### src/flash_ctrl_pkg.sv
// Purpose: Shared constants for the flash program/erase sequencer
// Assumes: 32-bit APB, byte addresses, one register per aligned word
// Notes:   Operation timing is counted in system clock cycles
package flash_ctrl_pkg;

    // Register byte offsets
    localparam logic [11:0] OFS_CONTROL    = 12'h000;
    localparam logic [11:0] OFS_KEY        = 12'h004;
    localparam logic [11:0] OFS_PAGE_ADDR  = 12'h008;
    localparam logic [11:0] OFS_TABLE_LOW  = 12'h00c;
    localparam logic [11:0] OFS_TABLE_HIGH = 12'h010;

    // Control register fields
    localparam int BIT_START  = 15;
    localparam int BIT_ENABLE = 14;
    localparam int BIT_ERROR  = 13;
    localparam int BIT_ERASE  = 6;
    localparam int OP_MSB     = 3;
    localparam logic [15:0] CONTROL_RESET = 16'h0000;

    // Unlock key values
    localparam logic [7:0] KEY_FIRST  = 8'h55;
    localparam logic [7:0] KEY_SECOND = 8'haa;

    // Operation codes
    localparam logic [3:0] OP_CONFIG_BYTE = 4'h0;
    localparam logic [3:0] OP_ROW         = 4'h1;
    localparam logic [3:0] OP_PAGE        = 4'h2;
    localparam logic [3:0] OP_WORD        = 4'h3;
    localparam logic [3:0] OP_SECURE_SEG  = 4'hc;
    localparam logic [3:0] OP_GENERAL_SEG = 4'hd;
    localparam logic [3:0] OP_BULK        = 4'hf;

    // Array geometry in instruction words
    localparam int ROW_WORDS  = 64;
    localparam int PAGE_WORDS = 512;

    // Row write: 11064 cycles of the 7.37 MHz internal RC oscillator
    localparam int    ROW_RC_CYCLES = 11064;
    localparam real   RC_FREQ_MHZ   = 7.37;
    localparam real   SYS_FREQ_MHZ  = 100.0;
    localparam int    ROW_SYS_CYCLES = int'($ceil(ROW_RC_CYCLES * SYS_FREQ_MHZ / RC_FREQ_MHZ));

    // Array operation kinds
    typedef enum logic [3:0] {
        KIND_NONE    = 4'h0,
        KIND_ROW     = 4'h1,
        KIND_WORD    = 4'h2,
        KIND_PAGE    = 4'h3,
        KIND_SEGMENT = 4'h4,
        KIND_BULK    = 4'h5,
        KIND_CONFIG  = 4'h6
    } op_kind_t;

endpackage : flash_ctrl_pkg

### src/op_timer.sv
`timescale 1ns/1ps
// Purpose: Self-timed operation counter
// Assumes: start is a one-cycle pulse while idle
// Notes:   done pulses one cycle after the count runs out
module op_timer #(
    parameter int CYCLES = 1000
) (
    // Clock and reset
    input  wire logic clk,
    input  wire logic arst_n,
    // Control
    input  wire logic start,
    output logic      busy,
    output logic      done
);
    // Parameter limit
    if (CYCLES < 2) begin : g_bad_cycles
        $error("op_timer: CYCLES must be at least 2");
    end

    logic [$clog2(CYCLES+1)-1:0] count_reg, count_next;
    logic                        busy_reg, busy_next;
    logic                        done_reg, done_next;

    // Next count
    always_comb begin
        count_next = count_reg;
        busy_next  = busy_reg;
        done_next  = 1'b0;
        if (start && !busy_reg) begin
            count_next = ($clog2(CYCLES+1))'(CYCLES - 1);
            busy_next  = 1'b1;
        end else if (busy_reg) begin
            if (count_reg == '0) begin
                busy_next = 1'b0;
                done_next = 1'b1;
            end else begin
                count_next = count_reg - 1'b1;
            end
        end
    end

    // Registers
    always_ff @(posedge clk or negedge arst_n) begin
        if (!arst_n) begin
            count_reg <= '0;
            busy_reg  <= 1'b0;
            done_reg  <= 1'b0;
        end else begin
            count_reg <= count_next;
            busy_reg  <= busy_next;
            done_reg  <= done_next;
        end
    end

    assign busy = busy_reg;
    assign done = done_reg;
endmodule : op_timer

### src/flash_program_erase_control.sv
`timescale 1ns/1ps
// Purpose: APB-controlled sequencer for self-timed flash program and erase
// Assumes: arst_n is the power-on reset; other resets never reach this block
// Notes:   Array times are parameters so simulation can shorten them
module flash_program_erase_control #(
    parameter int ADDR_W        = 24,
    parameter int ROW_CYCLES    = flash_ctrl_pkg::ROW_SYS_CYCLES,
    parameter int ERASE_CYCLES  = flash_ctrl_pkg::ROW_SYS_CYCLES
) (
    // Clock and power-on reset
    input  wire logic              clk,
    input  wire logic              arst_n,
    // APB slave
    input  wire logic              psel,
    input  wire logic              penable,
    input  wire logic              pwrite,
    input  wire logic [11:0]       paddr,
    input  wire logic [31:0]       pwdata,
    input  wire logic [3:0]        pstrb,
    output logic      [31:0]       prdata,
    output logic                   pready,
    output logic                   pslverr,
    // CPU stall
    output logic                   cpu_stall,
    // Flash array command
    output logic                   array_go,
    output flash_ctrl_pkg::op_kind_t array_kind,
    output logic [ADDR_W-1:0]      array_addr,
    output logic                   array_busy
);
    // Parameter limits that the logic can serve
    if (ADDR_W < 10 || ADDR_W > 32) begin : g_bad_addr_w
        $error("ADDR_W out of range");
    end
    if (ROW_CYCLES < 2 || ERASE_CYCLES < 2) begin : g_bad_cycles
        $error("operation times must be at least two cycles");
    end

    ////////////////////////////////////////////////////////////////////////
    // Decode helpers

    function automatic flash_ctrl_pkg::op_kind_t decode_op(input logic erase, input logic [3:0] op);
        decode_op = flash_ctrl_pkg::KIND_NONE;
        unique case (op)
            flash_ctrl_pkg::OP_BULK:        if (erase) decode_op = flash_ctrl_pkg::KIND_BULK;
            flash_ctrl_pkg::OP_GENERAL_SEG,
            flash_ctrl_pkg::OP_SECURE_SEG:  if (erase) decode_op = flash_ctrl_pkg::KIND_SEGMENT;
            flash_ctrl_pkg::OP_WORD:        if (!erase) decode_op = flash_ctrl_pkg::KIND_WORD;
            flash_ctrl_pkg::OP_PAGE:        if (erase) decode_op = flash_ctrl_pkg::KIND_PAGE;
            flash_ctrl_pkg::OP_ROW:         if (!erase) decode_op = flash_ctrl_pkg::KIND_ROW;
            flash_ctrl_pkg::OP_CONFIG_BYTE: decode_op = flash_ctrl_pkg::KIND_CONFIG;
            default:                        decode_op = flash_ctrl_pkg::KIND_NONE;
        endcase
    endfunction : decode_op

    function automatic logic hit(input logic [11:0] a, input logic [11:0] ofs);
        hit = (a == ofs);
    endfunction : hit

    // Base of the aligned block of the given number of instruction words
    function automatic logic [ADDR_W-1:0] block_base(input logic [ADDR_W-1:0] a, input int words);
        block_base = a & ~ADDR_W'(2 * words - 1);
    endfunction : block_base

    // Address handed to the array: page base, row base or the plain pointer
    function automatic logic [ADDR_W-1:0] launch_addr(input flash_ctrl_pkg::op_kind_t k,
                                                      input logic [ADDR_W-1:0]        page,
                                                      input logic [ADDR_W-1:0]        ptr);
        unique case (k)
            flash_ctrl_pkg::KIND_PAGE: launch_addr = page;
            flash_ctrl_pkg::KIND_ROW:  launch_addr = block_base(ptr, flash_ctrl_pkg::ROW_WORDS);
            default:                   launch_addr = ptr;
        endcase
    endfunction : launch_addr

    ////////////////////////////////////////////////////////////////////////
    // State

    typedef enum logic [2:0] {
        ST_IDLE  = 3'b001,
        ST_RUN   = 3'b010,
        ST_DONE  = 3'b100
    } seq_state_t;

    seq_state_t               state_reg, state_next;
    logic                     start_reg, start_next;
    logic                     enable_reg, enable_next;
    logic                     error_reg, error_next;
    logic                     erase_reg, erase_next;
    logic [3:0]               op_reg, op_next;
    logic [1:0]               key_reg, key_next;     // 0 none, 1 first seen, 2 unlocked
    logic [ADDR_W-1:0]        page_reg, page_next;
    logic [ADDR_W-1:0]        ptr_reg, ptr_next;
    logic [ADDR_W-1:0]        addr_reg, addr_next;   // Target latched at launch
    flash_ctrl_pkg::op_kind_t kind_reg, kind_next;
    logic                     go_next;
    logic                     go_reg;

    logic        wr_access;
    logic        rd_setup;
    logic        row_busy, row_done, erase_busy, erase_done;
    logic        long_kind;
    logic [31:0] rdata_next;

    assign wr_access = psel && penable && pwrite;
    assign rd_setup  = psel && !penable && !pwrite;

    ////////////////////////////////////////////////////////////////////////
    // Timers for row program and erase; word and config use the row timer

    assign long_kind = (kind_reg == flash_ctrl_pkg::KIND_PAGE) ||
                       (kind_reg == flash_ctrl_pkg::KIND_SEGMENT) ||
                       (kind_reg == flash_ctrl_pkg::KIND_BULK);

    op_timer #(.CYCLES(ROW_CYCLES)) u_row_timer (
        .clk    (clk),
        .arst_n (arst_n),
        .start  (go_reg && !long_kind),
        .busy   (row_busy),
        .done   (row_done)
    );

    op_timer #(.CYCLES(ERASE_CYCLES)) u_erase_timer (
        .clk    (clk),
        .arst_n (arst_n),
        .start  (go_reg && long_kind),
        .busy   (erase_busy),
        .done   (erase_done)
    );

    ////////////////////////////////////////////////////////////////////////
    // Register and sequence next state

    always_comb begin
        state_next  = state_reg;
        start_next  = start_reg;
        enable_next = enable_reg;
        error_next  = error_reg;
        erase_next  = erase_reg;
        op_next     = op_reg;
        key_next    = key_reg;
        page_next   = page_reg;
        ptr_next    = ptr_reg;
        addr_next   = addr_reg;
        kind_next   = kind_reg;
        go_next     = 1'b0;

        // Any write other than to the key or control register breaks the key sequence
        if (wr_access && !hit(paddr, flash_ctrl_pkg::OFS_KEY) && !hit(paddr, flash_ctrl_pkg::OFS_CONTROL)) begin
            key_next = 2'd0;
        end

        if (wr_access && hit(paddr, flash_ctrl_pkg::OFS_KEY) && pstrb[0]) begin
            if (pwdata[7:0] == flash_ctrl_pkg::KEY_FIRST) begin
                key_next = 2'd1;
            end else if (pwdata[7:0] == flash_ctrl_pkg::KEY_SECOND && key_reg == 2'd1) begin
                key_next = 2'd2;
            end else begin
                key_next = 2'd0;
            end
        end

        if (wr_access && hit(paddr, flash_ctrl_pkg::OFS_PAGE_ADDR)) begin
            ptr_next = pwdata[ADDR_W-1:0];
        end

        // Dummy low-word table write latches the page base
        if (wr_access && hit(paddr, flash_ctrl_pkg::OFS_TABLE_LOW)) begin
            page_next = block_base(ptr_reg, flash_ctrl_pkg::PAGE_WORDS);
        end

        if (wr_access && hit(paddr, flash_ctrl_pkg::OFS_CONTROL) && state_reg == ST_IDLE) begin
            if (pstrb[0]) begin
                erase_next = pwdata[flash_ctrl_pkg::BIT_ERASE];
                op_next    = pwdata[flash_ctrl_pkg::OP_MSB:0];
            end
            if (pstrb[1]) begin
                enable_next = pwdata[flash_ctrl_pkg::BIT_ENABLE];
                error_next  = pwdata[flash_ctrl_pkg::BIT_ERROR];
                if (pwdata[flash_ctrl_pkg::BIT_START]) begin
                    key_next = 2'd0;
                    if (key_reg == 2'd2 && pwdata[flash_ctrl_pkg::BIT_ENABLE]) begin
                        start_next = 1'b1;
                        error_next = 1'b0;
                        kind_next  = decode_op(pstrb[0] ? pwdata[flash_ctrl_pkg::BIT_ERASE] : erase_reg,
                                               pstrb[0] ? pwdata[flash_ctrl_pkg::OP_MSB:0] : op_reg);
                        addr_next  = launch_addr(kind_next, page_reg, ptr_reg);
                        go_next    = 1'b1;
                        state_next = ST_RUN;
                    end else begin
                        error_next = 1'b1;
                    end
                end
            end
        end else if (wr_access && hit(paddr, flash_ctrl_pkg::OFS_CONTROL) && pwdata[flash_ctrl_pkg::BIT_START]) begin
            // Start attempt while running is an improper sequence
            error_next = 1'b1;
        end

        unique case (state_reg)
            ST_IDLE: ;
            ST_RUN: begin
                if (row_done || erase_done) begin
                    state_next = ST_DONE;
                end
            end
            ST_DONE: begin
                start_next = 1'b0;
                state_next = ST_IDLE;
            end
            default: state_next = ST_IDLE;
        endcase
    end

    ////////////////////////////////////////////////////////////////////////
    // Read data

    always_comb begin
        rdata_next = 32'h0000_0000;
        if (hit(paddr, flash_ctrl_pkg::OFS_CONTROL)) begin
            rdata_next[flash_ctrl_pkg::BIT_START]  = start_reg;
            rdata_next[flash_ctrl_pkg::BIT_ENABLE] = enable_reg;
            rdata_next[flash_ctrl_pkg::BIT_ERROR]  = error_reg;
            rdata_next[flash_ctrl_pkg::BIT_ERASE]  = erase_reg;
            rdata_next[flash_ctrl_pkg::OP_MSB:0]   = op_reg;
        end else if (hit(paddr, flash_ctrl_pkg::OFS_PAGE_ADDR)) begin
            rdata_next[ADDR_W-1:0] = ptr_reg;
        end
    end

    ////////////////////////////////////////////////////////////////////////
    // Registers; arst_n is power-on reset only

    always_ff @(posedge clk or negedge arst_n) begin
        if (!arst_n) begin
            state_reg  <= ST_IDLE;
            start_reg  <= flash_ctrl_pkg::CONTROL_RESET[flash_ctrl_pkg::BIT_START];
            enable_reg <= flash_ctrl_pkg::CONTROL_RESET[flash_ctrl_pkg::BIT_ENABLE];
            error_reg  <= flash_ctrl_pkg::CONTROL_RESET[flash_ctrl_pkg::BIT_ERROR];
            erase_reg  <= flash_ctrl_pkg::CONTROL_RESET[flash_ctrl_pkg::BIT_ERASE];
            op_reg     <= flash_ctrl_pkg::CONTROL_RESET[flash_ctrl_pkg::OP_MSB:0];
            key_reg    <= 2'd0;
            page_reg   <= '0;
            ptr_reg    <= '0;
            addr_reg   <= '0;
            kind_reg   <= flash_ctrl_pkg::KIND_NONE;
            go_reg     <= 1'b0;
            prdata     <= 32'h0000_0000;
        end else begin
            state_reg  <= state_next;
            start_reg  <= start_next;
            enable_reg <= enable_next;
            error_reg  <= error_next;
            erase_reg  <= erase_next;
            op_reg     <= op_next;
            key_reg    <= key_next;
            page_reg   <= page_next;
            ptr_reg    <= ptr_next;
            addr_reg   <= addr_next;
            kind_reg   <= kind_next;
            go_reg     <= go_next;
            if (rd_setup) begin
                prdata <= rdata_next;
            end
        end
    end

    ////////////////////////////////////////////////////////////////////////
    // Outputs

    assign pready     = 1'b1;
    assign pslverr    = 1'b0;
    assign cpu_stall  = start_reg;
    assign array_go   = go_reg;
    assign array_kind = kind_reg;
    assign array_addr = addr_reg;
    assign array_busy = row_busy || erase_busy;
endmodule : flash_program_erase_control

### config.mk
export PLATFORM = sky130hd
export DESIGN_NAME = flash_program_erase_control
export DESIGN_NICKNAME = d
export VERILOG_FILES = /design/src/flash_ctrl_pkg.sv /design/src/op_timer.sv /design/src/flash_program_erase_control.sv
export SDC_FILE = /design/constraint.sdc
export NUM_CORES = 1
export LEC_CHECK = 0
export ABC_CLOCK_PERIOD_IN_PS = 5800
export BUFFER_PORTS_ARGS = -buffer_cell sky130_fd_sc_hd__buf_2
export CORE_MARGIN = 4
export CORE_UTILIZATION = 32
export DETAILED_ROUTE_END_ITERATION = 8
export HOLD_SLACK_MARGIN = 0.03
export SYNTH_ARGS = -nofsm -noshare
export SYNTH_HDL_FRONTEND = slang
export SYNTH_HIERARCHICAL = 1
export SYNTH_SLANG_ARGS = --single-unit
### constraint.sdc
create_clock -name clk -period 5.8 [get_ports clk]
set_input_delay 1.16 -clock clk [delete_from_list [all_inputs] [get_ports clk]]
set_output_delay 1.16 -clock clk [all_outputs]
set_load 0.05 [all_outputs]
# Yosys cells after proc, flatten, opt, wreduce, memory -nomap -nowiden
# Index checks and enable logic that the tools add are counted.
dict set report classes {
  n_eq_ne 24
  add_sub_neg 2
  n_reduce_logical 48
  n_mux 65
}
# cell n
set op_table {}
lappend op_table {{$mux W18} 6}
lappend op_table {{$pmux W24 S2} 1}
lappend op_table {{$logic_not A18 Y1} 2}
lappend op_table {{$sub A18 B1 Y18 const B} 2}
lappend op_table {{$mux W1} 29}
lappend op_table {{$eq A12 B4 Y1 const B} 2}
lappend op_table {{$mux W24} 1}
lappend op_table {{$mux W3} 8}
lappend op_table {{$mux W4} 6}
lappend op_table {{$pmux W4 S6} 1}
lappend op_table {{$mux W2} 10}
lappend op_table {{$logic_and A1 B1 Y1} 19}
lappend op_table {{$eq A4 B2 Y1 const B} 4}
lappend op_table {{$reduce_bool A2 Y1} 7}
lappend op_table {{$eq A12 B3 Y1 const B} 1}
lappend op_table {{$eq A4 B4 Y1 const B} 3}
lappend op_table {{$logic_not A12 Y1} 1}
lappend op_table {{$eq A4 B1 Y1 const B} 2}
lappend op_table {{$eq A4 B3 Y1 const B} 2}
lappend op_table {{$eq A8 B7 Y1 const B} 1}
lappend op_table {{$eq A8 B8 Y1 const B} 1}
lappend op_table {{$mux W8} 1}
lappend op_table {{$reduce_and A2 Y1} 4}
lappend op_table {{$reduce_and A4 Y1} 2}
lappend op_table {{13 further kinds} 23}
dict set report totals {
  regBits 144
  out_inout_bits 65
  wordCells 158
  in_bits 53
}

# Logic depth before layout (Yosys ltp)
# Gate-level depths: netlist (run 1).
dict set report depth {
  ltp_word 10
  mapped_depth 7
  ltp_nobuf 6
}

# Cells and area by module
# The synthesis (run 1) kept the hierarchy.
# module seq_area_each_um2 area_each_um2 n_inst cells_per_inst
set modules_own_cells {}
lappend modules_own_cells {flash_program_erase_control 2578.7 4690.7 1 383}
lappend modules_own_cells {{op_timer (u_row_timer)} 500.5 1203.7 1 122}
lappend modules_own_cells {{op_timer (u_erase_timer)} 500.5 1146.1 1 119}

# Worst setup path after synthesis (run 1)
# OpenSTA, ideal clock, no wires.
dict set report synth_path {
  kind {input -> register}
  from {input paddr[1]}
  to {register ptr_reg[10]}
  arrival_time_ps 2890
  cell_stages 7
  setup_slack_ps 2785
  required_ps 5675
  setup_time_ps 125
  path_buffers 3
  path_cell_list {or4_4 > buf_6 > nor3_2 > and4bb_1 > buf_4 > buf_12 > mux2_2}
}
dict set report synth_via {
  elab_chain_cells 2
}
# element line_no
set synth_lines {}
lappend synth_lines {{from (decl)} flash_program_erase_control.sv:17} ;# input wire logic [11:0] paddr,
lappend synth_lines {{$eq A12 B4 Y1} flash_program_erase_control.sv:57} ;# hit = (a == ofs);
lappend synth_lines {{$logic_and A1 B1 Y1} flash_program_erase_control.sv:163} ;# if (wr_access && hit(paddr, flash_ctrl_pkg::OFS_PAGE_ADDR)) begin
lappend synth_lines {{to (signal assigned)} flash_program_erase_control.sv:258} ;# ptr_reg <= ptr_next;
lappend synth_lines {{to (decl)} flash_program_erase_control.sv:93} ;# logic [ADDR_W-1:0] ptr_reg, ptr_next;
# Every way passes these cells.
# A chain may end at the register's enable or synchronous reset.

# Worst setup path in the final report (run 1)
dict set report layout_path {
  from {input pwrite}
  to {register prdata[13]}
}
dict set report layout_via {
  elab_chain_cells 2
}
# element line_no
set layout_lines {}
lappend layout_lines {{from (decl)} flash_program_erase_control.sv:16} ;# input wire logic pwrite,
lappend layout_lines {{$logic_not A1 Y1} flash_program_erase_control.sv:106} ;# assign rd_setup = psel && !penable && !pwrite;
lappend layout_lines {{$logic_and A1 B1 Y1} flash_program_erase_control.sv:106}
lappend layout_lines {{to (signal assigned)} flash_program_erase_control.sv:263} ;# prdata <= rdata_next;
lappend layout_lines {{to (decl)} flash_program_erase_control.sv:20} ;# output logic [31:0] prdata,
# Every way passes these cells.

==> key figures, run 1 <==
Global route
  – Overall routing resource usage: 13.8%
  – Pin count of the biggest net entering global routing: roughly 110
  – Sum of overflow across all layers after global routing: 0
  – Global-route wire length before repair: ~27 mm
  – Number of antenna violations at the first check in global routing: 0
  – Via count of the first global-routing pass: roughly 5200

Layout
  – Signed area change from the synthesized netlist to the final layout: 18.4%
  – Final net count: between 700 and 800
  – Final standard cell count with taps included and fillers excluded: ~1000
  – Ratio of cells with drive above 1 in the final layout: between 20% and 30%
  – Final Cell Area: approximately 8300 um2
  – Most frequent cells in the layout: 142 x dfrtp_1, 95 x buf_2, 57 x o21ai_0
  – Diode count: 0
  – Commonest non-fill, non-tap cell in the layout: dfrtp_1
  – Utilization of the core after routing: approximately two fifths

Placed design
  – Port Buffers: 96
  – Standard cell area after detailed placement: approximately 7700 um2
  – Pre-CTS setup slack: ~1.9 ns
  – Number of cells after detailed placement: a little under 1000
  – DPL Wire Length: about 11 mm
  – Routability cong.: between 0.8 and 0.9

Timing
  – # setup viols final: 0
  – Hold Fails Final Rpt: 0
  – Relative slew slack: ~27%
  – Achievable clock frequency: a little under 0.3 GHz
  – Period minus WS final: 3.39 ns
  – Total count of max-transition violations in the final report: 0
  – Worst Setup Slack, final: roughly 2.4 ns
  – Largest clock skew in the final design: ~0.0094 ns
  – Final-layout setup total negative slack: 0 ns
  – Unrepaired setup endpoints after global routing: false
  – Hold slack: ~0.5 ns
  – Slew at the pin with the worst max-slew slack: between 1 and 1.5 ns
  – Crit share post-route: slightly below 60%

Synth
  – Number of register bits inferred by synthesis: 143
  – Portion of the post-synthesis area used by sequential elements: just over 50%
  – Post-synthesis compound-gate area fraction: 13.8%
  – Synthesized instance count: between 600 and 700
  – Largest area contributor in the netlist: dfrtp_1
  – Number of distinct library cells after synthesis: 74
  – Asr flop ratio synth: 100%
  – Multiplexer share of the synthesized area: between 10% and 20%
  – Dominant combinational cell family by area after synthesis: simple AND/OR/NAND/NOR gates
  – Fraction of post-synthesis cell area in the top cell type by area: 50.5%
  – Prevailing post-synth register cell: dfrtp_1
  – Mapped Area: between 7000 and 8000 um2
  – Synthesis Warnings: 6
  – Mean area per synthesized cell: 11.3 um2
  – Adder-Cell Fraction of Synth Area: less than 1%
  – Simple-Gate Fraction of Synth Area: roughly 18%
  – Number of enable-type register cells in the synthesized netlist: 0
  – Largest cells by area after synthesis: dfrtp_1 50%, mux2_2 6.4%, mux2i_1 5.4%
  – Xor-xnor portion of the synthesized cell area: 0%

Setup path
  – Register-to-register path setup slack: between 3 and 4 ns
  – Cell with the biggest individual delay on the critical path: and3_1
  – Req. time, crit path: 6.15 ns
  – Worst reg-to-reg path cell count: 4
  – Setup crit start: pwrite
  – Worst-path fanout max: 25
  – CP max stage delay: approximately 0.96 ns
  – Path length in cells of the critical path: 5
  – End of the worst register-to-register path: array_addr[15]
  – Critical path, cell by cell: buf_2, or3b_2, nor3_2, and3_1, a221o_1
  – Critical path startpoint category: input pin
  – Data arrival at the endpoint of the critical path: 3.73 ns
  – Class of the most critical setup path: in2reg
  – Combined buffer and inverter count along the critical path: 1
  – Launch instance of the worst register-to-register path: state_reg[0]
  – CP endpoint: prdata[13]
  – Worst Setup End Kind: register
  – Top cell family by delay on the critical path: simple AND/OR/NAND/NOR gates

Clocking
  – Clock latency of the later-clocked register in the worst-skew pair: ~0.4 ns
  – Number of sinks on the clock net: 143
  – Clk pin slew, worst setup/hold paths: about 0.06 ns
  – Number of gates resized after CTS: 0
  – Root buffer cell: clkbuf_16
  – CTS tree: yes
  – Post-CTS setup buffers: 0
  – Max H-tree Level: 4
  – Maximum clock path buffer count: 2
  – Number of buffers added by the clock tree synthesis step: 17
  – Count of hold buffers inserted by post-cts repair: 0

Route
  – Post-detailed-route DRC marker count: 0
  – Final routed wire length divided by cell count: roughly 17 um
  – Detail Route Antenna Nets: 0
  – Vias per inst: between 5 and 6
  – First-pass iteration count of the detailed router: 5
  – Total number of vias: 5244
  – Initial DRC Count: 300
  – Post-detailed-routing wire length: 16.6 mm

Floorplan
  – Horizontal extent of the die: 156 um
  – Ports: around 120
  – Die ar.: 24400 um2
  – Y dimension of the die: roughly 160 um
  – Core footprint: about 22000 um2
  – Cell Rows: between 50 and 60
  – Initial Util: around a third

Status
  – Result of the run: finished clean

Power and ir drop
  – Clock network power share: around 53%
  – Switching share of power: roughly 20%
  – Switching power of the nets: about 0.46 mW
  – Worst-case vdd ir drop: between 100 and 150 uV
  – Total power density per cell area: 276 nW/um2
  – Static leakage: 4.22 nW
  – Internal Power: 1.84 mW
  – Fraction of power consumed by sequential logic: between 40% and 50%
  – Combinational share of power: 3.3%
  – Total power consumption of the routed design: roughly 2.3 mW

Run
  – Number of max-capacitance violations reported: 0

Hold path
  – Path class of the lowest-slack min-delay path: reg2reg
[layer usage]
| metal | routed length [um] | track usage [%] | vias to the layer above |
|---|---|---|---|
| li1 | - | - | 2523 |
| met1 | 7820 | 18.9 | 2593 |
| met2 | 7890 | 21.9 | 117 |
| met3 | 791 | 3.37 | 11 |
| met4 | 140 | 3.88 | 0 |
| met5 | 0 | 0 | - |
[how the worst min path moves through the flow]
| stage | startpoint | endpoint | slack (ns) | depth (start not counted) |
|---|---|---|---|---|
| 6_report | prdata[12] | prdata[12] | 0.50 | 1 |
| 3_3_place_gp | enable_reg | enable_reg | 0.48 | 1 |
| 2_1_floorplan | u_erase_timer/count_reg[8] | u_erase_timer/count_reg[8] | 0.46 | 1 |
| 4_1_cts | enable_reg | enable_reg | 0.50 | 1 |
| 5_1_grt | enable_reg | enable_reg | 0.51 | 1 |
| 3_5_place_dp | enable_reg | enable_reg | 0.49 | 1 |
[power groups by stage]
stage	clock (mW)	sequential (mW)	combinational [mW]
final	1.23	0.999	0.0766
after global routing	1.31	0.998	0.0852
after CTS	1.26	0.998	0.0781
after detailed placement	0	1.02	0.0779
after global placement	0	1.02	0.0774
after floorplan	0	1.02	0.0386
[cell type report]
type | count | area [um2]
Fill cell | 2113 | 13400
Clock buffer | 20 | 457
Timing Repair Buffer | 100 | 517
Clock inverter | 10 | 209
Multi-Input combinational cell | 439 | 3180
Inverter | 11 | 41.3
Sequential cell | 143 | 3580
Tap cell | 280 | 350
[cells in the mapped netlist (all sizes together), types with 3 or more instances]
| cell | count |
|---|---|
| a21oi | 11 |
| a221o | 9 |
| a22o | 16 |
| a31oi | 5 |
| and2 | 3 |
| and3 | 14 |
| and4 | 4 |
| buf | 28 |
| clkbuf | 12 |
| dfrtp | 142 |
| inv | 11 |
| mux2 | 46 |
| mux2i | 38 |
| nand2 | 34 |
| nand2b | 3 |
| nand3 | 16 |
| nand4 | 8 |
| nand4b | 3 |
| nor2 | 31 |
| nor2b | 4 |
| nor3 | 22 |
| nor3b | 5 |
| nor4 | 15 |
| nor4b | 4 |
| o2111ai | 5 |
| o211ai | 8 |
| o21ai | 63 |
| o21bai | 3 |
| o311ai | 3 |
| o31ai | 4 |
| or2 | 5 |
| or3 | 6 |
| or3b | 4 |
| or4 | 10 |
[worst register-to-register path, stage by stage (launching register included)]
cell and delay, ns:
dfstp_2 0.55, nor3b_1 0.63, and4_1 0.62, nand2_4 0.25, o21ai_0 0.26
[cells by family (layout without fill, tap and decap cells)]
family	count (synthesis)	after routing
AOI/OAI and AO/OA	144	144
adders and majority gates	2	2
buffers and inverters	51	141
DFF	143	143
muxes	84	84
other	2	11
and+or+nand+nor	198	198
No activity file was read; power rests on OpenSTA's default activity.
==> inputs of run 2 (changes only) <==
ABC_AREA = 1   (was not set)
ABC_CLOCK_PERIOD_IN_PS = 2900   (was 5800)
clock period = 2.9 ns   (was 5.8 ns; I/O delays follow)
==> run 2 against run 1 <==
Net effect: worst setup slack worse by 1.5 ns; die area rose by 7.0%; worst hold slack got worse by 0.29 ns; cell area increased by 6.4%; first-iteration DRC count up 46%; total power increased by 89%; wire length rose by 16%; clock skew shrank 0.0012 ns.
==> key figures, run 2 <==
Timing
  – Largest clock skew in the final design: between 0.008 and 0.009 ns
  – Final-layout setup total negative slack: 0 ns
  – Period minus WS final: roughly 2.0 ns
  – Total count of max-transition violations in the final report: 0
  – Slew at the pin with the worst max-slew slack: about 0.75 ns
  – # setup viols final: 0
  – Crit share post-route: between 60% and 70%
  – Achievable clock frequency: around 0.50 GHz
  – Unrepaired setup endpoints after global routing: false
  – Hold Fails Final Rpt: 0
  – Relative slew slack: 49.9%

Clocking
  – Number of buffers added by the clock tree synthesis step: 17
  – Max H-tree Level: 4
  – Number of sinks on the clock net: ~140
  – Clk pin slew, worst setup/hold paths: about 0.06 ns
  – Clock latency of the later-clocked register in the worst-skew pair: approximately 0.41 ns
  – Maximum clock path buffer count: 2
  – Number of gates resized after CTS: 0
  – CTS tree: yes
  – Post-CTS setup buffers: 0
  – Count of hold buffers inserted by post-cts repair: 0
  – Root buffer cell: clkbuf_16

Floorplan
  – Initial Util: approximately a third
  – Core footprint: 22900 um2
  – Y dimension of the die: ~160 um
  – Cell Rows: between 50 and 60
  – Ports: about 120
  – Horizontal extent of the die: ~160 um
  – Die ar.: 26100 um2

Synth
  – Most repeated cell in the gate-level netlist after synthesis: nand2_1
  – Number of enable-type register cells in the synthesized netlist: 0
  – Largest cells by area after synthesis: dfrtp_1 47%, nand2_1 17%, nand3_1 7.9%
  – Portion of the post-synthesis area used by sequential elements: 47.4%
  – Synth top cells by count: 334 x nand2_1, 142 x dfrtp_1, 120 x nand3_1
  – Mean area per synthesized cell: 7.52 um2
  – Prevailing post-synth register cell: dfrtp_1
  – Largest area contributor in the netlist: dfrtp_1
  – Fraction of post-synthesis cell area in the top cell type by area: a little under half
  – Number of distinct library cells after synthesis: 35
  – Mapped Area: between 7000 and 8000 um2
  – Synthesis Warnings: 6
  – Asr flop ratio synth: 100%
  – Synthesized instance count: ~1000
  – Number of register bits inferred by synthesis: approximately 140

Setup path
  – Class of the most critical setup path: reg2out
  – Register-to-register path setup slack: around 1 ns
  – Data arrival at the endpoint of the critical path: between 1 and 1.5 ns
  – Critical path startpoint category: register
  – Worst Setup End Kind: output port
  – Worst-path fanout max: 6
  – Worst reg-to-reg path cell count: 8
  – Req. time, crit path: 2.32 ns

Power and ir drop
  – Internal Power: about 3.3 mW
  – Total power density per cell area: 492 nW/um2
  – Switching power of the nets: roughly 1.1 mW
  – Fraction of power consumed by sequential logic: 46.4%
  – Clock network power share: between 40% and 50%
  – Static leakage: 4.91 nW
  – Worst-case vdd ir drop: 293 uV
  – Combinational share of power: 6.9%
  – Switching share of power: between 20% and 30%

Route
  – First-pass iteration count of the detailed router: 6
  – Initial DRC Count: 438
  – Final routed wire length divided by cell count: roughly 14 um
  – Vias per inst: between 4 and 5
  – Total number of vias: about 6500
  – Post-detailed-routing wire length: a little under 20 mm
  – Post-detailed-route DRC marker count: 0
  – Detail Route Antenna Nets: 0

Global route
  – Sum of overflow across all layers after global routing: 0
  – Global-route wire length before repair: about 32 mm
  – Via count of the first global-routing pass: 6267
  – Pin count of the biggest net entering global routing: a little under 80
  – Number of antenna violations at the first check in global routing: 0
  – Overall routing resource usage: between 10% and 20%

Layout
  – Utilization of the core after routing: 38.7%
  – Signed area change from the synthesized netlist to the final layout: 17.3%
  – Final standard cell count with taps included and fillers excluded: around 1400
  – Diode count: 0
  – Commonest non-fill, non-tap cell in the layout: nand2_1
  – Most frequent cells in the layout: 334 x nand2_1, 142 x dfrtp_1, 120 x nand3_1
  – Final net count: approximately 1200
  – Ratio of cells with drive above 1 in the final layout: between 10% and 20%

Placed design
  – Routability cong.: 0.849
  – Number of cells after detailed placement: roughly 1400
  – DPL Wire Length: roughly 14 mm
  – Port Buffers: between 90 and 100

Hold path
  – Path class of the lowest-slack min-delay path: in2async

Status
  – Result of the run: finished clean

Run
  – Number of max-capacitance violations reported: 0
## run 2: cell types whose count changed in the layout (fill, tap and decap cells not counted), moves of 8 or more
cell / change
mux2i_1: -38
nor3_1: -12
inv_1: +92
nor2_2: +9
a22o_1: -16
nand2_1: +301
o31ai_1: +10
nand3_1: +105
and3_1: -14
buf_4: +10
nor2_1: +70
xnor2_1: +8
mux2_2: -40
a221o_1: -9
## run 2: path summary, 6_finish.rpt
kind,end,startpoint
min in group clk,ptr_reg[21],pwdata[21]
max in group asynchronous,state_reg[0],arst_n
min reg2reg,prdata[23],prdata[23]
max reg2reg,array_addr[11],state_reg[0]
min,ptr_reg[17],arst_n
max,array_busy,u_erase_timer/busy
## run 2: layout make-up
class | instances | area, um2
inverters | 110 | 413
fillers | 2392 | 14100
well taps | 313 | 392
multi-input cells | 718 | 3320
clock buffers | 18 | 429
clock inverters | 14 | 118
flip-flops and latches | 143 | 3580
repair buffers | 111 | 612
## run 2: critical path, stage by stage, from the launching register on
cell,delay (ns)
dfrtp_1,0.46
or2_2,0.33
buf_2,0.21
## run 2: per-stage QoR
stage | area, um2 | setup slack (ns) | power (mW) | hold slack, ns
global placement | 8320 | 0.702 | 2.36 | 0.460
floorplan | 7590 | 1.12 | 2.25 | 0.284
detailed placement | 8320 | 0.700 | 2.36 | 0.464
CTS | 8860 | 0.879 | 4.42 | 0.244
finish | 8860 | 0.909 | 4.36 | 0.205
global route | 8860 | 0.818 | 4.53 | 0.261
## run 2: logic make-up after synthesis
logic type | after synthesis | synth area share (%)
AO/OA/AOI/OAI | 88 | 6.67
XOR/XNOR | 14 | 1.62
adder cells (fa/ha/maj) | 2 | 0.331
buffers and inverters | 153 | 9.14
flip-flops | 143 | 47.4
other | 2 | 0.0994
AND/OR/NAND/NOR | 603 | 34.8
## run 2: routing by layer
layer  up-vias  GRT usage [%]  part of all wire [%]
met1      3041           19.8                    47
met5         -              0                     0
met4         0           3.84                   1.1
met2       117           24.8                    48
li1       3350              -                     -
met3        13           3.48                   4.3
## run 2: power groups by stage
stage / combinational, mW / sequential [mW] / clock, mW
6_report: 0.300 / 2.02 / 2.04
5_1_grt: 0.329 / 2.02 / 2.18
4_1_cts: 0.305 / 2.02 / 2.09
3_5_place_dp: 0.304 / 2.06 / 0
3_3_place_gp: 0.304 / 2.06 / 0
2_1_floorplan: 0.128 / 2.12 / 0
==> inputs of run 3 (changes only) <==
ABC_CLOCK_PERIOD_IN_PS = 2100   (was 2900)
clock period = 2.1 ns   (was 2.9 ns; I/O delays follow)
==> run 3 against run 2 <==
Net effect: clock power rose by 46%; total power rose by 42%; via count rose by 2.1%; global-route usage rose by 0.50 points; worst hold slack got worse by 0.0086 ns; utilization rose by 0.51 points; sequential cell count did not move; clock skew barely moved; largest power group unchanged; combinational power rose by 43%; critical endpoint is now array_addr[9]; cell area rose by 1.3%; final cell count rose by 0.56%; sequential power rose by 38%.
==> key figures, run 3 (same netlist as run 2, synthesis figures left out) <==
Route
  – Detail Route Antenna Nets: 0
  – Final routed wire length divided by cell count: approximately 14 um
  – Post-detailed-routing wire length: 19.9 mm
  – Initial DRC Count: between 400 and 500
  – Total number of vias: ~6700
  – First-pass iteration count of the detailed router: 5
  – Vias per inst: roughly 4.6
  – Post-detailed-route DRC marker count: 0

Global route
  – Pin count of the biggest net entering global routing: 48
  – Via count of the first global-routing pass: approximately 6400
  – Number of antenna violations at the first check in global routing: 0
  – Global-route wire length before repair: 32.8 mm
  – Sum of overflow across all layers after global routing: 0
  – Overall routing resource usage: about 15%

Power and ir drop
  – Static leakage: between 4 and 5 nW
  – Worst-case vdd ir drop: a little under 400 uV
  – Total power density per cell area: roughly 690 nW/um2

Setup path
  – Req. time, crit path: approximately 2.4 ns
  – Data arrival at the endpoint of the critical path: approximately 2.2 ns
  – Class of the most critical setup path: reg2reg
  – CP max stage delay: approximately 0.54 ns
  – Worst-path fanout max: 27
  – Worst Setup End Kind: register
  – Critical path, cell by cell: inv_1, nor3_1, nand4_2, nor2_2, inv_2, nand2_1, nand2_1
  – Most used cell, CP: nand2_1
  – Critical path startpoint category: register
  – Cell with the biggest individual delay on the critical path: dfstp_2

Placed design
  – DPL Wire Length: between 10 and 15 mm
  – Pre-CTS setup slack: 0.0981 ns
  – Routability cong.: 0.846
  – Port Buffers: 96

Timing
  – Largest clock skew in the final design: 0.00835 ns
  – Achievable clock frequency: approximately 0.52 GHz
  – Unrepaired setup endpoints after global routing: false
  – Total count of max-transition violations in the final report: 0
  – Final-layout setup total negative slack: 0 ns
  – Hold Fails Final Rpt: 0
  – Crit share post-route: 91.1%
  – Worst Setup Slack, final: between 0.15 and 0.2 ns
  – # setup viols final: 0
  – Period minus WS final: ~1.9 ns
  – Slew at the pin with the worst max-slew slack: between 0.6 and 0.7 ns
  – Relative slew slack: between 50 and 60%

Clocking
  – Maximum clock path buffer count: 2
  – Number of buffers added by the clock tree synthesis step: 17
  – CTS tree: yes
  – Post-CTS setup buffers: 0
  – Clk pin slew, worst setup/hold paths: around 0.07 ns
  – Clock latency of the later-clocked register in the worst-skew pair: between 0.4 and 0.5 ns
  – Root buffer cell: clkbuf_16
  – Max H-tree Level: 4
  – Number of sinks on the clock net: around 140

Floorplan
  – Y dimension of the die: roughly 160 um
  – Initial Util: 33.0%
  – Die ar.: ~26000 um2
  – Core footprint: between 20000 and 25000 um2
  – Cell Rows: between 50 and 60
  – Ports: 118
  – Horizontal extent of the die: ~160 um

Layout
  – Fill cell instance count of the final layout: between 2000 and 2500
  – Commonest non-fill, non-tap cell in the layout: nand2_1
  – Final net count: 1164
  – Ratio of cells with drive above 1 in the final layout: about 17%
  – Most frequent cells in the layout: 334 x nand2_1, 142 x dfrtp_1, 120 x nand3_1
  – Signed area change from the synthesized netlist to the final layout: 18.8%
  – Utilization of the core after routing: around two fifths
  – Diode count: 0

Run
  – Number of max-capacitance violations reported: 0

Status
  – Result of the run: finished clean

Hold path
  – Path class of the lowest-slack min-delay path: in2reg
==> run 3: cell types whose count changed in the layout (fill, tap and decap cells not counted), sizes merged <==
| cell | change |
|---|---|
| buf | +7 |
| clkinv | -6 |
| clkinvlp | -1 |
| dlygate4sd3 | +1 |
| inv | +7 |
==> run 3: cell type report <==
type                    count  area [um2]  area share [%]
inverters                 110         413            4.60
multi-input cells         718        3320            37.0
well taps                 313         392            4.36
clock inverters            14         146            1.63
clock buffers              18         429            4.78
repair buffers            119         699            7.79
flip-flops and latches    143        3580            39.9
==> run 3: through the flow <==
step / instances / hold WS (ns) / power (mW) / area [um2]
after floorplan: 1014 / 0.124 / 3.11 / 7590
after global placement: 1402 / 0.368 / 3.27 / 8400
after detailed placement: 1402 / 0.372 / 3.28 / 8400
after CTS: 1435 / 0.183 / 6.27 / 8980
after global routing: 1435 / 0.187 / 6.43 / 8980
final: 1435 / 0.196 / 6.20 / 8980
==> run 3: power by group <==
part / internal (mW) / switching (mW) / total, mW
clock network: 1.68 / 1.30 / 2.98
logic: 0.101 / 0.328 / 0.430
registers: 2.78 / 0.0118 / 2.79
total: 4.56 / 1.64 / 6.20
==> run 3: final timing paths <==
| path | startpoint | slack, ns | cells after the start | endpoint |
|---|---|---|---|---|
| setup / recovery | state_reg[0] | 0.19 | 7 | array_addr[9] |
| hold / removal | pwdata[22] | 0.20 | 3 | ptr_reg[22] |
| setup reg to reg | state_reg[0] | 0.19 | 7 | array_addr[9] |
| hold reg to reg | array_addr[19] | 0.48 | 2 | array_addr[19] |
| max in group asynchronous | arst_n | 0.96 | 3 | u_row_timer/count_reg[14] |
| min in group asynchronous | arst_n | 0.49 | 2 | u_erase_timer/count_reg[3] |
==> run 3: worst max-delay path, delay by kind of cell (launching register included) <==
kind                   cells  cell delay [ns]
DFF                        1             0.54
buffers and inverters      2             0.32
and+or+nand+nor            5             0.92
==> run 3: repair_timing <==
action,CTS,global route
hold buffers,1,0
resized for setup,0,0
endpoints found under the hold margin,35,0
==> run 3: per-layer routing <==
metal	share of wire, %	global-route usage [%]	routed length [um]
met4	1.2	4.04	246
met2	48	26.3	9580
met5	0	0	0
met1	46	20.4	9260
met3	4.3	2.92	853
